File: config.mk
export PLATFORM = sky130hd
export DESIGN_NAME = output_sync_dynamic_delay
export DESIGN_NICKNAME = d
export VERILOG_FILES = /design/src/design/sync_delay_pkg.sv /design/src/design/output_sync_dynamic_delay.sv
export VERILOG_INCLUDE_DIRS = /design/src /design/src/design
export SDC_FILE = /design/constraint.sdc
export NUM_CORES = 1
export LEC_CHECK = 0
export BUFFER_PORTS_ARGS = -buffer_cell sky130_fd_sc_hd__buf_2
export CORE_MARGIN = 2
export CORE_UTILIZATION = 40
export DETAILED_ROUTE_END_ITERATION = 10
export SLEW_MARGIN = 20
export SYNTH_ARGS = -nofsm -noshare
export SYNTH_HDL_FRONTEND = slang
export SYNTH_SLANG_ARGS = --single-unit
File: constraint.sdc
create_clock -name pclk -period 4.2 [get_ports pclk]
set_input_delay 0.84 -clock pclk [delete_from_list [all_inputs] [get_ports pclk]]
set_output_delay 0.84 -clock pclk [all_outputs]
set_load 0.01 [all_outputs]
File: src/design/sync_delay_defines.svh
`ifndef SYNC_DELAY_DEFINES_SVH
`define SYNC_DELAY_DEFINES_SVH

// APB byte addresses
`define ADDR_CTRL       12'h000
`define ADDR_EXEMPT     12'h004
`define ADDR_HALF_STEP  12'h008
`define ADDR_STATUS     12'h00c
`define ADDR_DELAY_BASE 12'h010
`define ADDR_DELAY_LAST 12'h024

// Control register fields
`define CTRL_POL_BIT    0
`define CTRL_QUAL_BIT   1
`define CTRL_AUTO_BIT   2
`define CTRL_SEL_LSB    4
`define CTRL_SEL_MSB    6
`define CTRL_PD45_BIT   8

// Status register fields
`define STAT_SYNC_BIT   0
`define STAT_HOLD_BIT   1
`define STAT_REL_BIT    2
`define STAT_QBUSY_BIT  3
`define STAT_MASK_LSB   8

// Timing in distribution-path cycles
`define SYNC_LATENCY    6
`define QUAL_DELAY      3
`define ONESHOT_WIDTH   3
`define AUTO_WIDTH      3

// Reset values
`define RST_DELAY       5
`define RST_EXEMPT      1'b0
`define RST_HALF_STEP   1'b0
`define RST_SEL         3'h0

`endif

File: src/design/sync_delay_pkg.sv
// Purpose: Types shared by the output sync and dynamic delay logic
// Assumes: Fields of the control word match the defines header
// Notes:   Packed so the whole word moves as one carrier
package sync_delay_pkg;

  typedef struct packed {
    logic       four_five_powerdown;
    logic [2:0] qual_select;
    logic       auto_sync;
    logic       qualify_enable;
    logic       polarity_invert;
  } sync_ctrl_s;

  typedef enum logic [3:0] {
    Q_IDLE  = 4'b0001,
    Q_WAIT  = 4'b0010,
    Q_DELAY = 4'b0100,
    Q_PULSE = 4'b1000
  } qual_state_e;

endpackage : sync_delay_pkg

File: src/design/output_sync_dynamic_delay.sv
// Purpose: Holds selected divided output groups low on a sync event and
//          releases each after a fixed latency plus its digital delay.
// Assumes: pclk is the distribution-path clock; div_clk_in is synchronous.
// Notes:   Half-step is reported per group for the analog half-cycle shift.
//
// The APB slave port and the placing of the registers were left to the implementer.
`timescale 1ns/1ps
`include "sync_delay_defines.svh"

module output_sync_dynamic_delay
  import sync_delay_pkg::*;
#(
  parameter int NUM_GROUPS = 6,
  parameter int DLY_W      = 10
)(
  input  wire logic                    pclk,
  input  wire logic                    presetn,
  input  wire logic                    psel,
  input  wire logic                    penable,
  input  wire logic                    pwrite,
  input  wire logic [11:0]             paddr,
  input  wire logic [31:0]             pwdata,
  output logic                         pready,
  output logic [31:0]                  prdata,
  output logic                         pslverr,
  input  wire logic                    sync_pin,
  input  wire logic [NUM_GROUPS-1:0]   div_clk_in,
  output logic [2*NUM_GROUPS-1:0]      divided_clock_output,
  output logic [NUM_GROUPS-1:0]        group_half_step_out,
  output logic [NUM_GROUPS-1:0]        group_divider_restart,
  output logic                         sync_busy
);

  localparam int CW = DLY_W + 1;

  initial
  begin
    if (NUM_GROUPS < 2 || NUM_GROUPS > 8 || DLY_W < 4 || DLY_W > 16)
      $error("output_sync_dynamic_delay: unsupported parameters");
  end

  sync_ctrl_s                      ctrl;
  logic [NUM_GROUPS-1:0]           group_sync_exempt;
  logic [NUM_GROUPS-1:0]           group_half_step;
  logic [DLY_W-1:0]                group_digital_delay_count [NUM_GROUPS];
  logic [DLY_W-1:0]                active_delay [NUM_GROUPS];
  logic [NUM_GROUPS-1:0]           hold;
  logic                            pin_meta;
  logic                            pin_sync;
  logic [1:0]                      auto_cnt;
  logic                            raw_level;
  logic                            raw_prev;
  logic                            sync_level;
  logic                            sync_prev;
  logic                            assert_pulse;
  logic                            release_pulse;
  logic                            asrt_run;
  logic [3:0]                      asrt_cnt;
  logic                            hold_set;
  logic                            rel_run;
  logic [CW-1:0]                   rel_cnt;
  qual_state_e                     qstate;
  logic [1:0]                      qcnt;
  logic                            oneshot;
  logic                            qual_prev;
  logic                            qual_now;
  logic                            qual_fall;
  logic                            wr_en;
  logic                            rd_en;
  logic                            delay_hit;
  logic [2:0]                      delay_idx;
  logic                            addr_ok;
  logic [31:0]                     next_prdata;

  assign wr_en     = psel && penable && pready && pwrite;
  assign rd_en     = psel && !penable && !pwrite;
  assign delay_hit = paddr >= `ADDR_DELAY_BASE && paddr <= `ADDR_DELAY_LAST &&
                     paddr[1:0] == 2'h0;
  assign delay_idx = 3'((paddr - `ADDR_DELAY_BASE) >> 2);

  // Registered zero-wait answer: pready rises in the access phase
  always_ff @(posedge pclk or negedge presetn)
  begin
    if (!presetn)
    begin
      pready  <= 1'b0;
      prdata  <= 32'h0000_0000;
      pslverr <= 1'b0;
    end
    else
    begin
      pready  <= psel && !penable;
      pslverr <= psel && !penable && !addr_ok;
      prdata  <= rd_en ? next_prdata : 32'h0000_0000;
    end
  end

  always_comb
  begin
    addr_ok     = 1'b1;
    next_prdata = 32'h0000_0000;
    if (paddr == `ADDR_CTRL)
    begin
      next_prdata[`CTRL_POL_BIT]                 = ctrl.polarity_invert;
      next_prdata[`CTRL_QUAL_BIT]                = ctrl.qualify_enable;
      next_prdata[`CTRL_AUTO_BIT]                = ctrl.auto_sync;
      next_prdata[`CTRL_SEL_MSB:`CTRL_SEL_LSB]   = ctrl.qual_select;
      next_prdata[`CTRL_PD45_BIT]                = ctrl.four_five_powerdown;
    end
    else if (paddr == `ADDR_EXEMPT)
      next_prdata[NUM_GROUPS-1:0] = group_sync_exempt;
    else if (paddr == `ADDR_HALF_STEP)
      next_prdata[NUM_GROUPS-1:0] = group_half_step;
    else if (paddr == `ADDR_STATUS)
    begin
      next_prdata[`STAT_SYNC_BIT]  = sync_level;
      next_prdata[`STAT_HOLD_BIT]  = |hold;
      next_prdata[`STAT_REL_BIT]   = !group_sync_exempt[ctrl.qual_select];
      next_prdata[`STAT_QBUSY_BIT] = qstate != Q_IDLE;
      next_prdata[`STAT_MASK_LSB +: NUM_GROUPS] = hold;
    end
    else if (delay_hit && delay_idx < NUM_GROUPS)
      next_prdata[DLY_W-1:0] = group_digital_delay_count[delay_idx];
    else
      addr_ok = 1'b0;
  end

  always_ff @(posedge pclk or negedge presetn)
  begin
    if (!presetn)
    begin
      ctrl              <= '0;
      group_sync_exempt <= {NUM_GROUPS{`RST_EXEMPT}};
      group_half_step   <= {NUM_GROUPS{`RST_HALF_STEP}};
    end
    else if (wr_en && paddr == `ADDR_CTRL)
    begin
      ctrl.polarity_invert     <= pwdata[`CTRL_POL_BIT];
      ctrl.qualify_enable      <= pwdata[`CTRL_QUAL_BIT];
      ctrl.auto_sync           <= pwdata[`CTRL_AUTO_BIT];
      ctrl.qual_select         <= pwdata[`CTRL_SEL_MSB:`CTRL_SEL_LSB];
      ctrl.four_five_powerdown <= pwdata[`CTRL_PD45_BIT];
    end
    else if (wr_en && paddr == `ADDR_EXEMPT)
      group_sync_exempt <= pwdata[NUM_GROUPS-1:0];
    else if (wr_en && paddr == `ADDR_HALF_STEP)
      group_half_step <= pwdata[NUM_GROUPS-1:0];
  end

  // Stored counts only reach the outputs via active_delay at a sync
  always_ff @(posedge pclk or negedge presetn)
  begin
    if (!presetn)
    begin
      for (int i = 0; i < NUM_GROUPS; i++)
        group_digital_delay_count[i] <= DLY_W'(`RST_DELAY);
    end
    else if (wr_en && delay_hit && delay_idx < NUM_GROUPS)
      group_digital_delay_count[delay_idx] <= pwdata[DLY_W-1:0];
  end

  // Auto-sync: a delay write asserts the internal request for a few cycles
  always_ff @(posedge pclk or negedge presetn)
  begin
    if (!presetn)
      auto_cnt <= 2'h0;
    else if (wr_en && delay_hit && delay_idx < NUM_GROUPS && ctrl.auto_sync)
      auto_cnt <= 2'(`AUTO_WIDTH);
    else if (auto_cnt != 2'h0)
      auto_cnt <= auto_cnt - 2'h1;
  end

  always_ff @(posedge pclk or negedge presetn)
  begin
    if (!presetn)
    begin
      pin_meta <= 1'b0;
      pin_sync <= 1'b0;
    end
    else
    begin
      pin_meta <= sync_pin;
      pin_sync <= pin_meta;
    end
  end

  // Flipping the polarity bit itself is a valid way to request a sync
  assign raw_level = (pin_sync ^ ctrl.polarity_invert) || (auto_cnt != 2'h0);

  // Qualifier: the selected group's divided clock, sampled each cycle
  always_ff @(posedge pclk or negedge presetn)
  begin
    if (!presetn)
    begin
      qual_now  <= 1'b0;
      qual_prev <= 1'b0;
      raw_prev  <= 1'b0;
    end
    else
    begin
      // Out-of-range select reads low instead of unknown
      qual_now  <= (ctrl.qual_select < NUM_GROUPS) ? div_clk_in[ctrl.qual_select] : 1'b0;
      qual_prev <= qual_now;
      raw_prev  <= raw_level;
    end
  end

  assign qual_fall = qual_prev && !qual_now;

  always_ff @(posedge pclk or negedge presetn)
  begin
    if (!presetn)
    begin
      qstate  <= Q_IDLE;
      qcnt    <= 2'h0;
      oneshot <= 1'b0;
    end
    else
    begin
      unique case (qstate)
        Q_IDLE:
          if (ctrl.qualify_enable && raw_level && !raw_prev)
            qstate <= Q_WAIT;
        Q_WAIT:
          if (qual_fall)
          begin
            qstate <= Q_DELAY;
            qcnt   <= 2'(`QUAL_DELAY - 1);
          end
        Q_DELAY:
          if (qcnt == 2'h0)
          begin
            qstate  <= Q_PULSE;
            oneshot <= 1'b1;
            qcnt    <= 2'(`ONESHOT_WIDTH - 1);
          end
          else
            qcnt <= qcnt - 2'h1;
        Q_PULSE:
          if (qcnt == 2'h0)
          begin
            qstate  <= Q_IDLE;
            oneshot <= 1'b0;
          end
          else
            qcnt <= qcnt - 2'h1;
      endcase
    end
  end

  // One-shot replaces the raw level so no strict pin timing is needed
  assign sync_level    = ctrl.qualify_enable ? oneshot : raw_level;
  assign assert_pulse  = sync_level && !sync_prev;
  assign release_pulse = !sync_level && sync_prev;
  // Hold flop supplies the last cycle of the latency
  assign hold_set      = asrt_run && asrt_cnt == 4'(`SYNC_LATENCY - 1);

  always_ff @(posedge pclk or negedge presetn)
  begin
    if (!presetn)
    begin
      sync_prev <= 1'b0;
      asrt_run  <= 1'b0;
      asrt_cnt  <= 4'h0;
    end
    else
    begin
      sync_prev <= sync_level;
      if (assert_pulse)
      begin
        asrt_run <= 1'b1;
        asrt_cnt <= 4'h1;
      end
      else if (hold_set)
        asrt_run <= 1'b0;
      else if (asrt_run)
        asrt_cnt <= asrt_cnt + 4'h1;
    end
  end

  always_ff @(posedge pclk or negedge presetn)
  begin
    if (!presetn)
    begin
      rel_run <= 1'b0;
      rel_cnt <= '0;
    end
    else if (assert_pulse)
      rel_run <= 1'b0;
    else if (release_pulse)
    begin
      rel_run <= 1'b1;
      rel_cnt <= CW'(1);
    end
    else if (rel_run && rel_cnt != '1)
      rel_cnt <= rel_cnt + CW'(1);
    else
      rel_run <= 1'b0;
  end

  for (genvar g = 0; g < NUM_GROUPS; g++)
  begin : grp
    logic [CW-1:0] target;
    // One short: the hold flop adds the final edge
    assign target = CW'(`SYNC_LATENCY - 1) + {1'b0, active_delay[g]};

    always_ff @(posedge pclk or negedge presetn)
    begin
      if (!presetn)
      begin
        hold[g]                  <= 1'b0;
        active_delay[g]          <= DLY_W'(`RST_DELAY);
        group_divider_restart[g] <= 1'b0;
      end
      else
      begin
        group_divider_restart[g] <= 1'b0;
        // Qualifier group joins when not exempt: relative mode
        if (assert_pulse && !group_sync_exempt[g])
          active_delay[g] <= group_digital_delay_count[g];
        if (hold_set && !group_sync_exempt[g])
          hold[g] <= 1'b1;
        else if (hold[g] && (group_sync_exempt[g] || (rel_run && rel_cnt == target)))
        begin
          hold[g]                  <= 1'b0;
          group_divider_restart[g] <= !group_sync_exempt[g];
        end
      end
    end

    // Registered gate cannot clip a pulse shorter than a cycle
    always_ff @(posedge pclk or negedge presetn)
    begin
      if (!presetn)
        divided_clock_output[2*g +: 2] <= 2'b00;
      else
        divided_clock_output[2*g +: 2] <= {2{div_clk_in[g] && !hold[g]}};
    end

    AST_HELD_LOW: assert property (@(posedge pclk) disable iff (!presetn)
      hold[g] |=> divided_clock_output[2*g +: 2] == 2'b00)
      else $error("held group output not low");
    AST_PAIR_SAME: assert property (@(posedge pclk) disable iff (!presetn)
      divided_clock_output[2*g] == divided_clock_output[2*g+1])
      else $error("group pair outputs differ");
    AST_EXEMPT_PASS: assert property (@(posedge pclk) disable iff (!presetn)
      group_sync_exempt[g] && !hold[g] |=> divided_clock_output[2*g] == $past(div_clk_in[g]))
      else $error("exempt group output disturbed");
    AST_MIN_RELEASE: assert property (@(posedge pclk) disable iff (!presetn)
      release_pulse && hold[g] && active_delay[g] == DLY_W'(`RST_DELAY) && !assert_pulse
      |=> hold[g] ##9 hold[g] ##1 !hold[g])
      else $error("release with delay 5 not at 11 cycles");
  end

  always_ff @(posedge pclk or negedge presetn)
  begin
    if (!presetn)
    begin
      group_half_step_out <= {NUM_GROUPS{`RST_HALF_STEP}};
      sync_busy           <= 1'b0;
    end
    else
    begin
      group_half_step_out <= group_half_step;
      sync_busy           <= sync_level || asrt_run || (|hold);
    end
  end

  AST_ASSERT_LAT: assert property (@(posedge pclk) disable iff (!presetn)
    assert_pulse |=> !hold_set[*4] ##1 hold_set)
    else $error("hold not set six cycles after latch");
  AST_ONESHOT: assert property (@(posedge pclk) disable iff (!presetn)
    qstate == Q_WAIT && qual_fall |=> !oneshot[*3] ##1 oneshot[*3] ##1 !oneshot)
    else $error("one-shot timing wrong");
  AST_DELAY_STICKY: assert property (@(posedge pclk) disable iff (!presetn)
    !assert_pulse |=> active_delay[0] == $past(active_delay[0]))
    else $error("delay changed without sync");
  AST_HS_IMMEDIATE: assert property (@(posedge pclk) disable iff (!presetn)
    wr_en && paddr == `ADDR_HALF_STEP |=> ##1 group_half_step_out == $past(pwdata[NUM_GROUPS-1:0], 2))
    else $error("half-step not applied at once");
  AST_AUTO: assert property (@(posedge pclk) disable iff (!presetn)
    wr_en && delay_hit && delay_idx < NUM_GROUPS && ctrl.auto_sync |=> raw_level[*3])
    else $error("auto-sync did not raise request");

endmodule : output_sync_dynamic_delay

# Word level (Yosys, flattened, before mapping)
# Cells that the tools add are included.
[word_totals]
regBits = 212
in_bits = 56
output_inout_bits = 59
elab_cells = 289
[classes]
add_sub_neg = 11
order_cmp = 7
eq_ne = 23
muxes = 81
n_bitwise = 5
n_reduce_logical = 106
[ops]
columns = ["cell", "count"]
rows = [
  ["$add A3 B10 Y11 const A", 6],
  ["$eq A11 B11 Y1", 6],
  ["$bwmux W60", 1],
  ["$logic_and A1 B1 Y1", 53],
  ["$mux W1", 43],
  ["$mux W10", 4],
  ["$mux W4", 10],
  ["$bmux W10 S3", 1],
  ["$demux W10 S3", 1],
  ["$eq A12 B4 Y1 const B", 2],
  ["$reduce_bool A2 Y1", 12],
  ["$mux W11", 2],
  ["$logic_not A1 Y1", 20],
  ["$mux W8", 2],
  ["$pmux W4 S4", 1],
  ["$mux W14", 1],
  ["$eq A12 B3 Y1 const B", 1],
  ["$ge A12 B5 Y1 const B", 1],
  ["$le A12 B6 Y1 const B", 1],
  ["$logic_not A12 Y1", 1],
  ["$mux W2", 6],
  ["$mux W6", 2],
  ["$ne A2 B2 Y1 const B", 6],
  ["$add A11 B1 Y11 const B", 1],
  ["other kinds (29)", 49],
]

# Longest topological paths before layout
# Gate-level depths: netlist (run 1).
[depth]
ltp_word = 11
depth_mapped = 11
depth_no_buf = 10

# Worst setup path before layout (run 1)
# OpenSTA, ideal clock, no wires.
[synth_path]
kind = "input -> register"
startpoint = "input paddr[1]"
endpoint = "register ctrl[0] in the netlist's numbering"
setup_ps = 125
arrival_time_ps = 2467
slack_ps = 1609
path_stages = 6
path_cell_list = "nor4_1 -> nand2_1 -> or3_1 -> buf_2 -> nor4_4 -> mux2_2"
[synth_via]
elab_chain_cells = 2
[synth_rtl]
columns = ["element", "line", "rtl"]
rows = [
  ["start: declaration", "output_sync_dynamic_delay.sv:21", "input wire logic [11:0] paddr,"],
  ["$logic_not A12 Y1 (no source line)", "--", ""],
  ["$logic_and A1 B1 Y1 (no source line)", "--", ""],
  ["end: declaration", "output_sync_dynamic_delay.sv:42", "sync_ctrl_s ctrl;"],
]
# No other way between the ends.
# A chain may end at the register's enable or synchronous reset.

# Final worst setup path (run 1)
[layout_path]
startpoint = "register auto_cnt[0]"
endpoint = "register active_delay[34] in the netlist's numbering"
[layout_via]
elab_chain_cells = 5
[layout_rtl]
columns = ["element", "line", "rtl"]
rows = [
  ["start: declaration", "output_sync_dynamic_delay.sv:50", "logic [1:0] auto_cnt;"],
  ["start signal: assignment", "output_sync_dynamic_delay.sv:168", "auto_cnt <= 2'(`AUTO_WIDTH);"],
  ["start signal: assignment", "output_sync_dynamic_delay.sv:170", "auto_cnt <= auto_cnt - 2'h1;"],
  ["$reduce_bool A2 Y1", "output_sync_dynamic_delay.sv:188", "assign raw_level = (pin_sync ^ ctrl.polarity_invert) || (auto_cnt != 2'h0);"],
  ["$logic_or A1 B1 Y1", "output_sync_dynamic_delay.sv:188", ""],
  ["$mux W1", "output_sync_dynamic_delay.sv:252", "assign sync_level = ctrl.qualify_enable ? oneshot : raw_level;"],
  ["named net sync_level", "output_sync_dynamic_delay.sv:53", "logic sync_level;"],
  ["$logic_and A1 B1 Y1", "output_sync_dynamic_delay.sv:253", "assign assert_pulse = sync_level && !sync_prev;"],
  ["named net assert_pulse", "output_sync_dynamic_delay.sv:55", "logic assert_pulse;"],
  ["$logic_and A1 B1 Y1", "output_sync_dynamic_delay.sv:319", "if (assert_pulse && !group_sync_exempt[g])"],
  ["end signal: indexed assignment", "output_sync_dynamic_delay.sv:312", "active_delay[g] <= DLY_W'(`RST_DELAY);"],
  ["end signal: indexed assignment", "output_sync_dynamic_delay.sv:320", "active_delay[g] <= group_digital_delay_count[g];"],
  ["end: declaration", "output_sync_dynamic_delay.sv:46", "logic [DLY_W-1:0] active_delay [NUM_GROUPS];"],
]
# The timed path passes the listed nets, and every way through them passes these cells.

==> results of run 1 <==
-- registers in the layout, indices dropped and copies added, names as in the netlist, 2 cells and up --
register / flops
active_delay: 60
group_digital_delay_count: 60
prdata: 14
rel_cnt: 11
ctrl: 7
divided_clock_output: 6
group_divider_restart: 6
group_half_step: 6
group_half_step_out: 6
group_sync_exempt: 6
hold: 6
asrt_cnt: 4
qstate: 4
auto_cnt: 2
qcnt: 2
-- synth_stat cells, types with 3 or more instances --
cell type / n
or4_1: 3
and3_1: 12
or3_1: 8
o21a_1: 4
or2_2: 3
a31oi_1: 8
o22a_1: 4
inv_1: 26
buf_1: 4
xnor2_1: 59
xor2_1: 35
nand2_1: 47
nor3_1: 22
nand3b_1: 8
mux2_2: 148
a21oi_1: 34
buf_2: 13
mux2i_1: 4
nor4_1: 11
a22oi_1: 10
a32oi_1: 3
o2111ai_1: 5
a21o_1: 5
nand4_1: 16
nor3b_1: 5
nor2_1: 51
o21bai_1: 3
nor2_2: 3
buf_4: 25
nand2b_1: 15
mux4_2: 12
clkbuf_1: 26
and4_1: 5
o211a_1: 3
nor2b_1: 15
a211oi_1: 5
nand3_1: 25
dfrtp_1: 187
and2_1: 9
o21ai_0: 27
ha_1: 14
dfstp_2: 25
o32a_1: 3
o31ai_1: 4
-- per-stage QoR --
step           worst slack, ps  total power, mW  hold slack [ps]  utilization  cells
2_1_floorplan             1609            3.035            331.2            -   1010
4_1_cts                   1141            5.735            349.8       0.4613   1446
3_3_place_gp              1044            3.363            337.4       0.4292   1404
5_1_grt                   1008            5.960            358.5       0.4613   1446
3_5_place_dp              1004            3.377            340.9       0.4292   1404
6_report                  1201            5.698            306.7       0.4613   1446
-- metal layers --
metal | track usage | share of wire | vias up
li1 | - | - | 3668
met1 | 0.2849 | 0.46 | 3982
met2 | 0.3195 | 0.46 | 198
met3 | 0.02830 | 0.046 | 48
met4 | 0.07111 | 0.034 | 0
met5 | 0 | 0 | -
-- power by group through the flow --
stage / Clock (mW) / Sequential (mW) / Combinational [mW]
finish: 2.35 / 2.38 / 0.963
global placement: 0 / 2.41 / 0.949
global route: 2.48 / 2.40 / 1.08
detailed placement: 0 / 2.41 / 0.963
CTS: 2.39 / 2.38 / 0.968
floorplan: 0 / 2.29 / 0.749
-- cell families (layout without fill, tap and decap cells) --
| logic type | count (synthesis) | after routing | synth area share |
|---|---|---|---|
| buf+inv | 95 | 153 | 0.04215 |
| simple gates | 272 | 272 | 0.1331 |
| compound gates | 141 | 141 | 0.08553 |
| other cells | 1 | 18 | 0.0003333 |
| flops | 212 | 212 | 0.4744 |
| mux | 164 | 164 | 0.1757 |
| fa+ha+maj | 14 | 14 | 0.01557 |
| xor+xnor | 94 | 94 | 0.07318 |
-- path summary, 6_finish.rpt --
| check | end | start | depth (start not counted) |
|---|---|---|---|
| worst max-delay path | active_delay[34] | auto_cnt[0] | 6 |
| worst min register to register | pin_sync | pin_meta | 0 |
| worst max register to register | active_delay[34] | auto_cnt[0] | 6 |
| worst min-delay path | active_delay[49] | presetn | 1 |
| max in group asynchronous | qstate[0] | presetn | 2 |
| min in group pclk | pin_sync | pin_meta | 0 |
-- worst max-delay path: cells and delay by family (launching register included) --
kind	cells	cell delay, ps
buf+inv	1	60
fa+ha+maj	2	980
compound gates	1	470
mux	1	430
flops	1	360
simple gates	1	540
-- cell type report --
| cell class | count | area [um^2] | share of cell area |
|---|---|---|---|
| clock buffer | 28 | 614.3 | 0.04807 |
| clock inverter | 14 | 274.0 | 0.02144 |
| inverter | 26 | 97.59 | 0.007637 |
| multi-input combinational | 703 | 5509 | 0.4311 |
| sequential | 212 | 5336 | 0.4176 |
| tap | 378 | 473.0 | 0.03701 |
| timing repair buffer | 85 | 475.5 | 0.03720 |
==> impl_metrics.py, run 1 <==
metrics = {
    "outcome": {
        "status": "finished clean",
    },
    "drt": {
        "avgRoutedWirePerCell_um": 20.26,
        "wirelength_um": 29300,
        "firstDrtPassIters": 5,
        "vias_per_cell": 5.461,
        "ant_nets": 0,
        "drc_errors": 0,
        "vias": 7896,
        "first_iter_violations": 531,
    },
    "pwr": {
        "swShare": 0.2916,
        "clockPowerShare": 0.413,
        "cellInternalPower_mw": 4.037,
        "netSwitchingPower_mw": 1.662,
        "seq_power_share": 0.418,
        "p_leak_nw": 5.891,
        "pwr_density_cell_nw_per_um2": 445.9,
        "ir_drop_uv": 334.4,
        "share_comb_of_total_power": 0.169,
    },
    "global_routing": {
        "antenna_found_initial": 0,
        "grt_pass1_vias": 7684,
        "globalRouteTotalUtil": 0.2023,
        "grt_overflow_total": 0,
        "grt_max_degree": 97,
        "grt_pass1_wl_um": 45240,
    },
    "setup_path": {
        "crit_path_end_kind": "flop",
        "critPathKind": "flop to flop",
        "critPathMaxFanout": 14,
        "crit_chain": "inv_1, ha_1, a31oi_1, ha_1, nand2b_1, mux2_2",
        "crit_arrival_ps": 3390,
        "worstSetupStartpointType": "flop",
        "critPathRequiredTime_ps": 4590,
        "crit_path_frequent_cell": "ha_1",
        "worst-r2r-setup-slack_ps": 1200,
        "critPathSlowestCell": "ha_1",
        "crit_path_max_incr_delay_ps": 720,
    },
    "timing": {
        "fin_crit_ps": 2999,
        "timing.final.setup_violations": 0,
        "fmaxAchievable_ghz": 0.3334,
        "tightest_slew_ps": 857.1,
        "relSlewSlack": 0.4286,
        "rsz0062_at_grt": "false",
        "tns_ps": 0,
        "maxSlewViolCount": 0,
        "timing.final.crit_share": 0.7142,
        "skew_ps": 17.94,
        "hold_viol": 0,
    },
    "floorplanning": {
        "rows": 61,
        "die-width_um": 171.7,
        "coreArea_um2": 27710,
        "io_pins": 115,
        "die_area_um2": 29480,
        "initial_core_util": 0.4060,
        "die_y_um": 171.7,
    },
    "clock_network": {
        "cts_buffer_depth": 3,
        "clock_latency_ps": 530,
        "cts_resized": 0,
        "ctsHoldBuffers": 0,
        "cts_buffers": 23,
        "clk_pin_slew_ps": 70,
        "cts_tree": "yes",
        "cts_max_level": 1,
        "clock-sinks": 212,
        "post-cts-setup-buffers": 0,
        "clockRootBuffer": "clkbuf_16",
    },
    "hold_path": {
        "min_path_type": "input port to asynchronous set/reset pin",
    },
    "synth": {
        "synth_area_um2": 11250,
        "yosysWarnings": 0,
        "syn_area_per_cell_um2": 11.33,
        "synth_area_leader_cell": "dfrtp_1",
        "postSynthCellCount": 993,
        "ys_seq_area_frac": 0.4744,
        "synth_top_area_frac": 0.4160,
        "async_flop_share": 1.000,
        "synth_area_leaders": "dfrtp_1 42%, mux2_2 15%, dfstp_2 5.8%",
        "ys_ff_latch": 212,
        "synth_edf_count": 0,
        "synth_top_flop_cell": "dfrtp_1",
        "synth.distinct_cells": 76,
    },
    "placed_design": {
        "gp_congestion": 0.8745,
        "hpwl_um": 20990,
        "place_area_um2": 11890,
        "port_buffers": 74,
    },
    "final_layout": {
        "nets": 1121,
        "final_cell_mix": "187 x dfrtp_1, 148 x mux2_2, 73 x buf_2, 59 x xnor2_1, 51 x nor2_1",
        "final_common_cell": "dfrtp_1",
        "fillers": 2573,
        "area_delta_synth_final_pct": 13.60,
        "diodes": 0,
        "fin_area_um2": 12780,
        "final_layout_size_suffix_gt1_frac": 0.3062,
    },
    "run": {
        "maxCapViolCount": 0,
    },
}
No activity file was read; power rests on OpenSTA's default activity.
==> run 2: changes to the inputs <==
clock period = 2.85 ns   (was 4.2 ns; I/O delays follow)
==> impl_metrics.py, run 2 (synthesized netlist as in run 1, its figures left out) <==
metrics = {
    "setup_path": {
        "crit_arrival_ps": 2970,
        "r2r_start": "auto_cnt[0]",
        "worstSetupStartpointType": "flop",
        "critPathKind": "flop to flop",
        "crit_path_end_kind": "flop",
        "worst-r2r-setup-slack_ps": 270,
        "cp-endpoint": "active_delay[56]",
        "crit_path_start": "auto_cnt[0]",
        "r2r_cells": 6,
        "critPathRequiredTime_ps": 3250,
        "r2r_end": "active_delay[56]",
        "critPathMaxFanout": 10,
    },
    "drt": {
        "vias_per_cell": 5.394,
        "vias": 7989,
        "firstDrtPassIters": 5,
        "wirelength_um": 29980,
        "avgRoutedWirePerCell_um": 20.25,
        "drc_errors": 0,
        "first_iter_violations": 512,
        "ant_nets": 0,
    },
    "timing": {
        "fin_hold_ws_ps": 6.471,
        "maxSlewViolCount": 0,
        "fin_crit_ps": 2579,
        "rsz0062_at_grt": "false",
        "timing.final.setup_violations": 0,
        "hold_viol": 0,
        "fmaxAchievable_ghz": 0.3878,
        "relSlewSlack": 0.4965,
        "tightest_slew_ps": 752.5,
        "timing.final.crit_share": 0.9048,
        "skew_ps": 17.38,
        "tns_ps": 0,
    },
    "clock_network": {
        "clock_latency_ps": 530,
        "cts_tree": "yes",
        "cts_buffers": 24,
        "post-cts-setup-buffers": 0,
        "clk_pin_slew_ps": 60,
        "ctsHoldBuffers": 0,
        "cts_buffer_depth": 3,
        "cts_resized": 0,
        "cts_max_level": 1,
        "clockRootBuffer": "clkbuf_16",
        "clock-sinks": 212,
    },
    "global_routing": {
        "globalRouteTotalUtil": 0.2097,
        "grt_max_degree": 70,
        "use_met3": 0.02002,
        "gr-max-usage-layer": "met2",
        "grt_pass1_wl_um": 46930,
        "grt_pass1_vias": 7777,
        "globalRouteMet2Util": 0.3527,
        "grt_overflow_total": 0,
        "use_met1": 0.2959,
        "antenna_found_initial": 0,
    },
    "final_layout": {
        "final_cell_mix": "187 x dfrtp_1, 148 x mux2_2, 73 x buf_2, 59 x xnor2_1, 51 x nor2_1",
        "diodes": 0,
        "largestRegisters": "active_delay (60), group_digital_delay_count (60), prdata (14)",
        "final_layout_size_suffix_gt1_frac": 0.3273,
        "area_delta_synth_final_pct": 15.26,
        "fillers": 2528,
        "nets": 1155,
        "layout.cells.non_filler": 1481,
        "final_common_cell": "dfrtp_1",
    },
    "floorplanning": {
        "initial_core_util": 0.4060,
        "die-width_um": 171.7,
        "coreArea_um2": 27710,
        "rows": 61,
        "io_pins": 115,
        "die_area_um2": 29480,
        "die_y_um": 171.7,
    },
    "placed_design": {
        "port_buffers": 74,
        "gp_congestion": 0.8601,
        "post-place-cells": 1437,
        "hpwl_um": 22000,
    },
    "run": {
        "maxCapViolCount": 0,
    },
    "hold_path": {
        "min_path_type": "input port to asynchronous set/reset pin",
    },
    "pwr": {
        "p_leak_nw": 6.036,
        "ir_drop_uv": 335.5,
        "total_power_mw": 8.216,
        "pwr_density_cell_nw_per_um2": 633.7,
    },
    "outcome": {
        "status": "finished clean",
    },
}
==> run 2: cell type report <==
class | instances | area (um^2) | share of cell area
Clock buffer | 31 | 666.9 | 0.05143
Clock inverter | 13 | 153.9 | 0.01187
Inverter | 26 | 97.59 | 0.007527
Multi-Input combinational cell | 703 | 5503 | 0.4244
Sequential cell | 212 | 5336 | 0.4116
Tap cell | 378 | 473.0 | 0.03648
Timing Repair Buffer | 118 | 735.7 | 0.05674
==> run 2: metal layers <==
metal  vias up  part of all wire
li1       3729                 -
met1      4024              0.45
met2       208              0.49
met3        28             0.044
met4         0             0.016
met5         -                 0
==> run 2: metrics by stage <==
stage,area [um^2],util,worst slack [ps]
finish,12970,0.4680,271.4
global route,12970,0.4680,130.4
CTS,12970,0.4680,293.8
detailed placement,12150,0.4384,222.2
global placement,12150,0.4384,230.4
floorplan,11310,-,528.5
==> run 2: worst min path at each step <==
stage,from,endpoint,slack (ps),depth (start not counted)
2_1_floorplan,presetn,active_delay[11],270,0
3_5_place_dp,pin_meta,pin_sync,350,0
5_1_grt,presetn,active_delay[38],50,1
4_1_cts,presetn,active_delay[38],30,1
3_3_place_gp,pin_meta,pin_sync,340,0
6_report,presetn,active_delay[38],6,1
==> run 2: critical path: stages (launching register included) <==
cell	delay (ps)
dfrtp_1	360
inv_1	50
ha_1	230
a31oi_1	430
ha_1	580
nand2b_1	410
mux2_2	390
==> run 2: where the power goes <==
group	internal, mW	total, mW	switching, mW
sequential	3.18	3.43	0.250
combinational	0.659	1.60	0.945
clock	1.93	3.18	1.25
